## src/rtl/iqpc_pkg.sv

```systemverilog
/*
  iqpc_pkg: register offsets, field layout and reset values of the
  quadrature phase/gain correction control block.
  assumes: 16-bit register port, one clock domain.
*/
package iqpc_pkg;
  // ----------------------------------------------------------------
  // register map
  // ----------------------------------------------------------------
  localparam logic [7:0] IQPC_CHAN_A_GAIN_OFS = 8'h0c;
  localparam logic [7:0] IQPC_CHAN_B_GAIN_OFS = 8'h0d;
  localparam logic [7:0] IQPC_PHASE_CTRL_OFS = 8'h10;
  localparam logic [7:0] IQPC_SPARE_OFS = 8'h11;
  localparam logic [7:0] IQPC_SYNC_SETUP_OFS = 8'h1e;
  localparam logic [7:0] IQPC_OFFSET_A_OFS = 8'h20;
  localparam logic [7:0] IQPC_OFFSET_B_OFS = 8'h21;
  // ----------------------------------------------------------------
  // fields and reset values
  // ----------------------------------------------------------------
  localparam int IQPC_PHASE_W = 12;
  localparam int IQPC_GAIN_W = 11;
  localparam int IQPC_GAIN_FRAC = 10;
  localparam int IQPC_PHASE_FRAC = 12;
  localparam int IQPC_OFFSET_W = 13;
  localparam int IQPC_SAMPLE_W = 16;
  localparam int IQPC_AUTOSYNC_BIT = 0;
  localparam logic [15:0] IQPC_PHASE_RST = 16'h0000;
  localparam logic [15:0] IQPC_GAIN_RST = 16'h0400;
  localparam logic [15:0] IQPC_SPARE_RST = 16'h0000;
  localparam logic [15:0] IQPC_SYNC_RST = 16'h0000;
  localparam logic [15:0] IQPC_OFFSET_RST = 16'h0000;
endpackage

```

## src/rtl/iqpc_regs.sv

```systemverilog
/*
  iqpc_regs: staged and active correction coefficients, register port,
  auto-sync on phase register writes, and the correction datapath.
  assumes: master strobes are one cycle, never both at once.
*/
// Strobed register access was decided locally.
`timescale 1ns/10ps
module iqpc_regs
  import iqpc_pkg::*;
(
  input wire logic ref_clk,
  input wire logic sys_rst,
  input wire logic [7:0] reg_addr,
  input wire logic [15:0] reg_wdata,
  input wire logic reg_wr,
  input wire logic reg_rd,
  output logic [15:0] reg_rdata,
  input wire logic ext_sync,
  input wire logic signed [IQPC_SAMPLE_W-1:0] a_in,
  input wire logic signed [IQPC_SAMPLE_W-1:0] b_in,
  output logic signed [IQPC_SAMPLE_W-1:0] a_out,
  output logic signed [IQPC_SAMPLE_W-1:0] b_out,
  output logic sync_seen
);
  // ----------------------------------------------------------------
  // staged registers
  // ----------------------------------------------------------------
  logic [15:0] phase_ctrl_ff, gain_a_ff, gain_b_ff, sync_setup_ff, ofs_a_ff, ofs_b_ff;
  logic [15:0] nxt_phase_ctrl, nxt_gain_a, nxt_gain_b, nxt_sync_setup, nxt_ofs_a, nxt_ofs_b;
  logic [15:0] rdata_ff, nxt_rdata;
  logic sync_seen_ff, nxt_sync_seen;
  logic ext_s1_ff, ext_s2_ff, ext_s3_ff;
  // filtered pin level and its rising edge
  logic ext_lvl_ff, nxt_ext_lvl, ext_rise;

  function automatic logic iqpc_hit(input logic [7:0] a, input logic [7:0] ofs);
    return a == ofs;
  endfunction

  always_comb begin
    nxt_phase_ctrl = phase_ctrl_ff;
    nxt_gain_a = gain_a_ff;
    nxt_gain_b = gain_b_ff;
    nxt_sync_setup = sync_setup_ff;
    nxt_ofs_a = ofs_a_ff;
    nxt_ofs_b = ofs_b_ff;
    if (reg_wr) begin
      // bits 12/13 are stored as written; host must set them
      if (iqpc_hit(reg_addr, IQPC_PHASE_CTRL_OFS)) begin
        nxt_phase_ctrl = reg_wdata;
      end
      if (iqpc_hit(reg_addr, IQPC_CHAN_A_GAIN_OFS)) begin
        nxt_gain_a = {5'h00, reg_wdata[IQPC_GAIN_W-1:0]};
      end
      if (iqpc_hit(reg_addr, IQPC_CHAN_B_GAIN_OFS)) begin
        nxt_gain_b = {5'h00, reg_wdata[IQPC_GAIN_W-1:0]};
      end
      if (iqpc_hit(reg_addr, IQPC_SYNC_SETUP_OFS)) begin
        nxt_sync_setup = reg_wdata;
      end
      if (iqpc_hit(reg_addr, IQPC_OFFSET_A_OFS)) begin
        nxt_ofs_a = {3'h0, reg_wdata[IQPC_OFFSET_W-1:0]};
      end
      if (iqpc_hit(reg_addr, IQPC_OFFSET_B_OFS)) begin
        nxt_ofs_b = {3'h0, reg_wdata[IQPC_OFFSET_W-1:0]};
      end
    end
  end

  always_ff @(posedge ref_clk or posedge sys_rst) begin
    if (sys_rst) begin
      phase_ctrl_ff <= IQPC_PHASE_RST;
      gain_a_ff <= IQPC_GAIN_RST;
      gain_b_ff <= IQPC_GAIN_RST;
      sync_setup_ff <= IQPC_SYNC_RST;
      ofs_a_ff <= IQPC_OFFSET_RST;
      ofs_b_ff <= IQPC_OFFSET_RST;
    end else begin
      phase_ctrl_ff <= nxt_phase_ctrl;
      gain_a_ff <= nxt_gain_a;
      gain_b_ff <= nxt_gain_b;
      sync_setup_ff <= nxt_sync_setup;
      ofs_a_ff <= nxt_ofs_a;
      ofs_b_ff <= nxt_ofs_b;
    end
  end

  // ----------------------------------------------------------------
  // sync and active coefficients
  // ----------------------------------------------------------------
  // external sync comes from a pin: three flops, and a level change counts
  // only once stages 2 and 3 agree, so a runt pulse on the pin is dropped
  always_ff @(posedge ref_clk or posedge sys_rst) begin
    if (sys_rst) begin
      ext_s1_ff <= 1'b0;
      ext_s2_ff <= 1'b0;
      ext_s3_ff <= 1'b0;
      ext_lvl_ff <= 1'b0;
    end else begin
      ext_s1_ff <= ext_sync;
      ext_s2_ff <= ext_s1_ff;
      ext_s3_ff <= ext_s2_ff;
      ext_lvl_ff <= nxt_ext_lvl;
    end
  end

  // the filtered level resets to the pin's idle low, so no false edge
  // follows reset
  always_comb begin
    nxt_ext_lvl = ext_lvl_ff;
    if (ext_s2_ff == ext_s3_ff) begin
      nxt_ext_lvl = ext_s3_ff;
    end
  end

  logic auto_sync, do_sync;
  assign ext_rise = nxt_ext_lvl && !ext_lvl_ff;
  assign auto_sync = reg_wr && iqpc_hit(reg_addr, IQPC_PHASE_CTRL_OFS)
                     && sync_setup_ff[IQPC_AUTOSYNC_BIT];
  // a pin edge and a phase write in one cycle make a single sync
  assign do_sync = auto_sync || ext_rise;

  logic [IQPC_GAIN_W-1:0] act_gain_a_ff, act_gain_b_ff, nxt_act_gain_a, nxt_act_gain_b;
  logic [IQPC_PHASE_W-1:0] act_phase_ff, nxt_act_phase;
  logic [IQPC_OFFSET_W-1:0] act_ofs_a_ff, act_ofs_b_ff, nxt_act_ofs_a, nxt_act_ofs_b;

  // the phase word is taken from the write data so the sync that the
  // write raises carries the new value, not the one it replaces
  always_comb begin
    nxt_act_gain_a = act_gain_a_ff;
    nxt_act_gain_b = act_gain_b_ff;
    nxt_act_phase = act_phase_ff;
    nxt_act_ofs_a = act_ofs_a_ff;
    nxt_act_ofs_b = act_ofs_b_ff;
    nxt_sync_seen = sync_seen_ff;
    if (do_sync) begin
      nxt_act_gain_a = gain_a_ff[IQPC_GAIN_W-1:0];
      nxt_act_gain_b = gain_b_ff[IQPC_GAIN_W-1:0];
      nxt_act_phase = nxt_phase_ctrl[IQPC_PHASE_W-1:0];
      nxt_act_ofs_a = ofs_a_ff[IQPC_OFFSET_W-1:0];
      nxt_act_ofs_b = ofs_b_ff[IQPC_OFFSET_W-1:0];
      nxt_sync_seen = 1'b1;
    end
  end

  always_ff @(posedge ref_clk or posedge sys_rst) begin
    if (sys_rst) begin
      act_gain_a_ff <= IQPC_GAIN_RST[IQPC_GAIN_W-1:0];
      act_gain_b_ff <= IQPC_GAIN_RST[IQPC_GAIN_W-1:0];
      act_phase_ff <= IQPC_PHASE_RST[IQPC_PHASE_W-1:0];
      act_ofs_a_ff <= IQPC_OFFSET_RST[IQPC_OFFSET_W-1:0];
      act_ofs_b_ff <= IQPC_OFFSET_RST[IQPC_OFFSET_W-1:0];
      sync_seen_ff <= 1'b0;
    end else begin
      act_gain_a_ff <= nxt_act_gain_a;
      act_gain_b_ff <= nxt_act_gain_b;
      act_phase_ff <= nxt_act_phase;
      act_ofs_a_ff <= nxt_act_ofs_a;
      act_ofs_b_ff <= nxt_act_ofs_b;
      sync_seen_ff <= nxt_sync_seen;
    end
  end

  // ----------------------------------------------------------------
  // read port
  // ----------------------------------------------------------------
  always_comb begin
    nxt_rdata = 16'h0000;
    if (reg_rd) begin
      unique case (reg_addr)
        IQPC_PHASE_CTRL_OFS: nxt_rdata = phase_ctrl_ff;
        IQPC_CHAN_A_GAIN_OFS: nxt_rdata = gain_a_ff;
        IQPC_CHAN_B_GAIN_OFS: nxt_rdata = gain_b_ff;
        IQPC_SYNC_SETUP_OFS: nxt_rdata = sync_setup_ff;
        IQPC_OFFSET_A_OFS: nxt_rdata = ofs_a_ff;
        IQPC_OFFSET_B_OFS: nxt_rdata = ofs_b_ff;
        IQPC_SPARE_OFS: nxt_rdata = IQPC_SPARE_RST;
        default: nxt_rdata = 16'h0000;
      endcase
    end
  end

  always_ff @(posedge ref_clk or posedge sys_rst) begin
    if (sys_rst) begin
      rdata_ff <= 16'h0000;
    end else begin
      rdata_ff <= nxt_rdata;
    end
  end

  assign reg_rdata = rdata_ff;
  assign sync_seen = sync_seen_ff;

  // ----------------------------------------------------------------
  // correction datapath
  // ----------------------------------------------------------------
  iqpc_datapath u_dp (
    .ref_clk(ref_clk),
    .sys_rst(sys_rst),
    .a_in(a_in),
    .b_in(b_in),
    .gain_a(act_gain_a_ff),
    .gain_b(act_gain_b_ff),
    .phase(act_phase_ff),
    .ofs_a(act_ofs_a_ff),
    .ofs_b(act_ofs_b_ff),
    .a_out(a_out),
    .b_out(b_out)
  );
endmodule

```

## src/rtl/iqpc_datapath.sv

```systemverilog
/*
  iqpc_datapath: applies gain, phase and offset correction to one
  sample pair per clock, registered output.
  assumes: coefficients are held stable by the caller between syncs.
*/
`timescale 1ns/10ps
module iqpc_datapath
  import iqpc_pkg::*;
(
  input wire logic ref_clk,
  input wire logic sys_rst,
  input wire logic signed [IQPC_SAMPLE_W-1:0] a_in,
  input wire logic signed [IQPC_SAMPLE_W-1:0] b_in,
  input wire logic [IQPC_GAIN_W-1:0] gain_a,
  input wire logic [IQPC_GAIN_W-1:0] gain_b,
  input wire logic signed [IQPC_PHASE_W-1:0] phase,
  input wire logic signed [IQPC_OFFSET_W-1:0] ofs_a,
  input wire logic signed [IQPC_OFFSET_W-1:0] ofs_b,
  output logic signed [IQPC_SAMPLE_W-1:0] a_out,
  output logic signed [IQPC_SAMPLE_W-1:0] b_out
);
  // ----------------------------------------------------------------
  // arithmetic
  // ----------------------------------------------------------------
  logic signed [IQPC_SAMPLE_W-1:0] a_out_ff, b_out_ff;
  logic signed [IQPC_SAMPLE_W-1:0] nxt_a_out, nxt_b_out;

  // saturate instead of wrapping: a wrap is a full-scale glitch
  function automatic logic signed [IQPC_SAMPLE_W-1:0] iqpc_sat(input logic signed [31:0] v);
    if (v > 32'sd32767) begin
      return 16'sh7fff;
    end else if (v < -32'sd32768) begin
      return 16'sh8000;
    end else begin
      return v[IQPC_SAMPLE_W-1:0];
    end
  endfunction

  always_comb begin
    logic signed [31:0] ga, gb, ph;
    ga = (32'(a_in) * $signed({21'h0, gain_a})) >>> IQPC_GAIN_FRAC;
    gb = (32'(b_in) * $signed({21'h0, gain_b})) >>> IQPC_GAIN_FRAC;
    ph = (32'(b_in) * 32'(phase)) >>> IQPC_PHASE_FRAC;
    nxt_a_out = iqpc_sat(ga + ph + 32'(ofs_a));
    nxt_b_out = iqpc_sat(gb + 32'(ofs_b));
  end

  always_ff @(posedge ref_clk or posedge sys_rst) begin
    if (sys_rst) begin
      a_out_ff <= 16'sh0000;
      b_out_ff <= 16'sh0000;
    end else begin
      a_out_ff <= nxt_a_out;
      b_out_ff <= nxt_b_out;
    end
  end

  assign a_out = a_out_ff;
  assign b_out = b_out_ff;
endmodule

```

## config.mk

```make
export PLATFORM = sky130hd
export DESIGN_NAME = iqpc_regs
export DESIGN_NICKNAME = d
export VERILOG_FILES = /design/src/rtl/iqpc_pkg.sv /design/src/rtl/iqpc_regs.sv /design/src/rtl/iqpc_datapath.sv
export SDC_FILE = /design/constraint.sdc
export NUM_CORES = 2
export LEC_CHECK = 0
export BUFFER_PORTS_ARGS = -buffer_cell sky130_fd_sc_hd__buf_2
export CELL_PAD_IN_SITES_DETAIL_PLACEMENT = 1
export CELL_PAD_IN_SITES_GLOBAL_PLACEMENT = 2
export CORE_UTILIZATION = 42
export CTS_CLUSTER_SIZE = 40
export DETAILED_ROUTE_END_ITERATION = 8
export HOLD_SLACK_MARGIN = 0.06
export PLACE_DENSITY_LB_ADDON = 0.2
export SYNTH_ARGS = -nofsm -noshare
export SYNTH_HDL_FRONTEND = slang
export SYNTH_SLANG_ARGS = --single-unit
```

## constraint.sdc

```tcl
create_clock -name ref_clk -period 10.15 [get_ports ref_clk]
set_input_delay 2.03 -clock ref_clk [delete_from_list [all_inputs] [get_ports ref_clk]]
set_output_delay 2.03 -clock ref_clk [all_outputs]
set_load 0.02 [all_outputs]
```

# Yosys cells after proc, flatten, opt, wreduce, memory -nomap -nowiden
# Index checks and enable logic that the tools add are counted.
[word_totals]
regBits = 193
in_bits = 61
output_inout_bits = 49
word_cells = 57
[classes]
n_addsub = 3
mul = 3
magnitude_cmp = 4
n_eq_ne = 7
mux = 9
n_reduce_logical = 11
[ops]
columns = ["op", "n"]
rows = [
  ["one-hot mux 16 bit (6 select lines)", 1],
  ["multiplier 16 x 12 -> 28 bit", 3],
  ["2-to-1 mux 16 bit", 5],
  ["greater-than comparator 32 x 16 -> 1 bit, second input constant", 2],
  ["< comparator 32 x 16 -> 1 bit, second input constant", 2],
  ["2-to-1 mux 12 bit", 2],
  ["adder 19 x 13 -> 20 bit", 1],
  ["adder 18 x 13 -> 19 bit", 1],
  ["adder 18 x 16 -> 19 bit", 1],
  ["equality test 8 x 4 -> 1 bit, second input constant", 2],
  ["equality test 8 x 5 -> 1 bit, second input constant", 2],
  ["equality test 8 x 6 -> 1 bit, second input constant", 2],
  ["AND reduction 2 bit", 6],
  ["logical AND 1 bit", 3],
  ["equality test 1 bit", 1],
  ["logical NOT 1 bit", 1],
  ["logical OR 1 bit", 1],
  ["2-to-1 mux 1 bit", 1],
]

# Longest topological paths before layout
[logic_depth]
ltp_word = 6
ltp_mapped = 35
ltp_nobuf = 33

# Cells and area by module
# Synthesis repeated with hierarchy kept, for this count alone.
[hier_totals]
cells_unflattened = 2957
area_unflattened_um2 = 28865.2
[modules_own_cells]
columns = ["mod", "instances", "cells_per_inst", "area_each_um2", "seq_area_each_um2"]
rows = [
  ["iqpc_datapath", 1, 2453, 22140.0, 800.8],
  ["iqpc_regs", 1, 504, 6725.2, 4033.9],
]

# Least setup slack after synthesis
# Ideal clock, no wire load.
[synth_timing]
kind = "input to register"
start = "input port b_in[8]"
end = "register u_dp.a_out_ff[4], in the netlist u_dp.a_out[4]"
setup_time_ps = 136
arrival_ps = 9893
t_required_ps = 10014
slack_ps = 121
stages = 31
path_buffers = 3
cell_sequence = "clkbuf_1 nand2_1 fa_1 inv_1 ha_1 fa_1 inv_1 fa_1 inv_1 fa_1 ha_1 a21o_1 a2111oi_0 a211oi_1 o311ai_1 a21boi_1 o211ai_1 and2_1 o221ai_1 xnor2_1 fa_1 ha_1 clkdlybuf4s50_2 a21o_1 a21o_1 a21oi_1 nand2_1 xnor2_1 o41ai_4 buf_6 a21oi_1"
[synth_via]
elab_chain_len = 6
elab_cells_between_ends = 7
cone_classes = "add/sub: 2; mul: 1; order compare: 2; mux: 2"
[synth_lines]
columns = ["element", "line", "rtl"]
rows = [
  ["start, declared", "iqpc_regs.sv:20", "input wire logic signed [IQPC_SAMPLE_W-1:0] b_in,"],
  ["multiplier 16 x 12 -> 28 bit *", "iqpc_datapath.sv:43", "ph = (32'(b_in) * 32'(phase)) >>> IQPC_PHASE_FRAC;"],
  ["adder 18 x 16 -> 19 bit *", "iqpc_datapath.sv:44", "nxt_a_out = iqpc_sat(ga + ph + 32'(ofs_a));"],
  ["adder 19 x 13 -> 20 bit *", "iqpc_datapath.sv:44", ""],
  ["< comparator 32 x 16 -> 1 bit", "iqpc_datapath.sv:32", "end else if (v < -32'sd32768) begin"],
  ["2-to-1 mux 16 bit", "iqpc_datapath.sv:32", ""],
  ["2-to-1 mux 16 bit *", "iqpc_datapath.sv:30", "if (v > 32'sd32767) begin"],
  ["via u_dp.nxt_a_out[4]", "iqpc_datapath.sv:26", "logic signed [IQPC_SAMPLE_W-1:0] nxt_a_out, nxt_b_out;"],
  ["end signal, assigned", "iqpc_datapath.sv:53", "a_out_ff <= nxt_a_out;"],
  ["end, declared", "iqpc_datapath.sv:25", "logic signed [IQPC_SAMPLE_W-1:0] a_out_ff, b_out_ff;"],
]
# Mark *: on every way through the listed nets, which the timed path passes. The rest lies on a longest branch.
# A chain may end at the register's enable or synchronous reset.

# Worst setup path in the final report
[layout_timing]
start = "input port a_in[6]"
end = "register u_dp.a_out_ff[2], in the netlist u_dp.a_out[2]"
[layout_via]
elab_chain_len = 6
elab_cells_between_ends = 7
cone_classes = "add/sub: 2; mul: 1; order compare: 2; mux: 2"
[layout_lines]
columns = ["element", "line", "rtl"]
rows = [
  ["start, declared", "iqpc_regs.sv:19", "input wire logic signed [IQPC_SAMPLE_W-1:0] a_in,"],
  ["multiplier 16 x 12 -> 28 bit *", "iqpc_datapath.sv:41", "ga = (32'(a_in) * $signed({21'h0, gain_a})) >>> IQPC_GAIN_FRAC;"],
  ["adder 18 x 16 -> 19 bit *", "iqpc_datapath.sv:44", ""],
  ["adder 19 x 13 -> 20 bit *", "iqpc_datapath.sv:44", ""],
  ["< comparator 32 x 16 -> 1 bit", "iqpc_datapath.sv:32", ""],
  ["2-to-1 mux 16 bit", "iqpc_datapath.sv:32", ""],
  ["2-to-1 mux 16 bit *", "iqpc_datapath.sv:30", ""],
  ["via u_dp.nxt_a_out[2]", "iqpc_datapath.sv:26", ""],
]
# Marks and branches as above.

==> impl_results.md <==
* Status: completed
* CTS tree: built
* Sequential share of the synthesized area at 17.1%
* Synth-to-layout area growth at 7.94%
* Global-route met3 utilization at 2.90%
* Slowest stage delay, CP at ~0.56 ns
* Pre-antenna DRT Iters at 7
* Total track usage at 23.8%
* Detailed placer's ending HPWL at ~64 mm
* Die width at between 200 and 300 um
* DP Worst Slack at -0.228 ns
* Crit. End Element: flop
* Synth warnings at 0
* Number of clock sinks at 193
* P_int at 2.12 mW
* RSZ-0062 raised after global routing: no
* Core area at 0.0661 sq mm
* Cts-stage hold buffer count at 0
* #FFs+latches synth at 193
* Die Area at between 0.06 and 0.07 sq mm
* Post-route non-filler standard cell count at 3,891
* Gpl congestion at 0.856
* Seq pwr share at 24.5%
* Die H at 261 um
* Post-Synth Adder-Cell Area at 45.9%
* Data required time of the critical path at roughly 10 ns
* Largest family of logic cells by synthesized area: adder cells
* Max-cap viol count at 0
* Most used DFF post-synth: dfrtp_1
* Max Fanout on Critical Path at 15
* Port Buf Inserts at 109
* Via count at 20,000
* Io pins at 110
* Syn Nets at 3,741
* Via-to-Cell Ratio at slightly above 5
* FFs w/ async S/R, synth at 100%
* Synth Area in Compound Gates at 6.90%
* Post-synth EDFFs at 0
* Diodes inserted at 0
* Min cycle time layout at between 9 and 10 ns
* Post-synthesis xor/xnor area fraction at 2.89%
* Share of post-route cells with drive strength above 1 at 10.3%
* Pwr dens at 130 mW/mm^2
* H-tree depth at 4
* Period utilization at a little over nine tenths
* Yosys top cell area share at a little over a third
* Top post-synthesis cells by area: fa_1, dfrtp_1, ha_1
* Logic pwr share at approximately 57%
* Reg-to-reg slack, setup at approximately 1.3 ns
* Synth Area in Simple Gates at between 10 and 15%
* Count of different cell masters after synthesis at 67
* Part of the power in the clock network at 18.3%
* Kind of critical path: input pin to flop
* Initial antenna violation count at 1
* FILL cells at 7,565
* Slew margin rel. at between 20% and 30%
* Effective utilization at floorplan at 42.7%
* LEAKAGE at 15.7 nW
* Drt total wl at 76.3 mm
* Placed cell count at 3,859
* Max Buffers Root-to-Sink at 2
* Fmax at 103 MHz
* Most frequent cell after synthesis: inv_1
* Buf/Inv on CP at 6
* Congestion Overflow GR at 0
* CTS Buf Count at 17
* Top delay family on crit path: adder cells
* P_sw at 1.82 mW
* Count of pins over their slew limit at 0
* Clock Skew at 0.0204 ns
* Post-synthesis cell area at approximately 0.028 sq mm
* Top post-synthesis cells by count: inv_1, fa_1, nand2_1
* Mux contribution to synthesized area at about 3.7%
* Nets at 3,799
* Worst path slowest cell: fa_1
* Hold crit path type: flop to flop
* Maximum number of pins on one net before global-route repair at 126
* Met2 GRT Util at 42.1%
* CP arrival at around 10 ns
* Crit path top cell by count: fa_1
* Post-Syn Instances at 2,956
* Fin. Hold Viols at 0
* Number of global-route vias before repair at between 20,000 and 25,000
* Global route hottest layer: met2
* Clk pin slew, worst setup/hold paths at 0.08 ns
* Core Rows at 94
* Post-DR wirelength/cell at 19.6 um
* Worst setup margin at 0.412 ns
* Startpoint types: input pin
* Yosys top cell by area: fa_1
* Final setup vio count at 0
* Tightest Pin Transition at ~1.1 ns
* Final core utilization at roughly 46%
* Met1 GRT Util at between 30% and 40%
* DRC at 0
* Total Power at 3.94 mW
* WHS at 0.357 ns
* Clk root buf: clkbuf_16
* Worst vdd ir at approximately 140 uV
* Worst skew pair latency at 0.45 ns
* Post-route ant nets at 0
* First-pass GRT wire length at about 130 mm
* Synth Area per Inst at 9.54 sq um
* Switch share at ~46%
* Initial drt markers at slightly below 900
==> stage by stage <==
stage	area [sq um]	TNS, ns
5_1_grt	30400	0
2_1_floorplan	28200	0
3_3_place_gp	29800	0
6_report	30400	0
3_5_place_dp	29800	-3.18
4_1_cts	30400	0
==> area by class of cell <==
type                       count  area (sq um)  share of cell area, %
clock buffer                  18           439                   1.44
clock inverter                14           203                  0.666
inverter                     613          2310                   7.58
multi-input combinational   2023         20600                   67.7
sequential                   193          4830                   15.9
tap                          864          1080                   3.55
timing repair buffer         166           973                   3.20
==> flip-flops by register name (all words and copies together) (netlist names) <==
register and cells:
phase_ctrl_ff 16, reg_rdata 16, sync_setup_ff 16, u_dp.a_out 16, u_dp.b_out 16, act_ofs_a_ff 13
act_ofs_b_ff 13, ofs_a_ff 13, ofs_b_ff 13, act_phase_ff 12, act_gain_a_ff 11, act_gain_b_ff 11
gain_a_ff 11, gain_b_ff 11, ext_lvl_ff 1, ext_s1_ff 1, ext_s2_ff 1, ext_s3_ff 1
sync_seen 1
==> worst paths after layout <==
kind | startpoint | end | depth (start not counted)
worst max-delay path | a_in[6] | u_dp.a_out[2]$_DFF_PP0_ | 33
worst min-delay path | ext_s1_ff$_DFF_PP0_ | ext_s2_ff$_DFF_PP0_ | 0
worst max register to register | act_phase_ff[0]$_DFFE_PP0P_ | u_dp.a_out[2]$_DFF_PP0_ | 31
worst min register to register | ext_s1_ff$_DFF_PP0_ | ext_s2_ff$_DFF_PP0_ | 0
max in group asynchronous | sys_rst | act_phase_ff[5]$_DFFE_PP0P_ | 3
min in group asynchronous | sys_rst | ext_s1_ff$_DFF_PP0_ | 2
==> layer usage <==
layer  routed length [um]  vias up
met5                   13        -
met4                 1710        2
met3                 2170       82
met2                39000      280
met1                33400    10500
li1                     -     9088
==> kinds of logic after synthesis <==
kind of cell | count (synthesis)
AND/OR/NAND/NOR | 823
buffers and inverters | 740
adder cells (fa/ha/maj) | 725
AO/OA/AOI/OAI | 289
flip-flops | 193
XOR/XNOR | 93
multiplexers | 93
==> layout by cell type, fill, tap and decap left out, drive strengths merged, types with 3 or more instances in the layout <==
master,instances
nand4,3
o21bai,10
or4,3
nand3b,3
o21a,14
dfstp,4
a21boi,4
a2111oi,6
a41oi,6
nor3,21
o21ai,55
a31oi,12
a22oi,42
buf,166
nor2,47
a21o,28
a211oi,10
nand2b,19
and3,7
xnor2,59
nand2,483
inv,619
mux2,92
nand3,9
o311ai,3
a21oi,78
clkinv,6
xor2,34
or3,3
o31ai,4
fa,516
clkbuf,18
nand4b,5
ha,208
dfrtp,189
and2,206
nor2b,9
==> timing repair <==
item	4_1_cts	5_1_grt
resized for setup	0	4
setup buffers	0	0
setup endpoints to repair	0	30
==> power groups by stage <==
| stage | logic (mW) | clock network [mW] | registers (mW) |
|---|---|---|---|
| final | 2.26 | 0.720 | 0.967 |
| after global placement | 2.16 | 0 | 0.978 |
| after CTS | 2.27 | 0.736 | 0.970 |
| after floorplan | 1.57 | 0 | 1.02 |
| after global routing | 2.55 | 0.763 | 0.979 |
| after detailed placement | 2.25 | 0 | 0.983 |
Note: power is estimated with default switching activity, not from simulation.
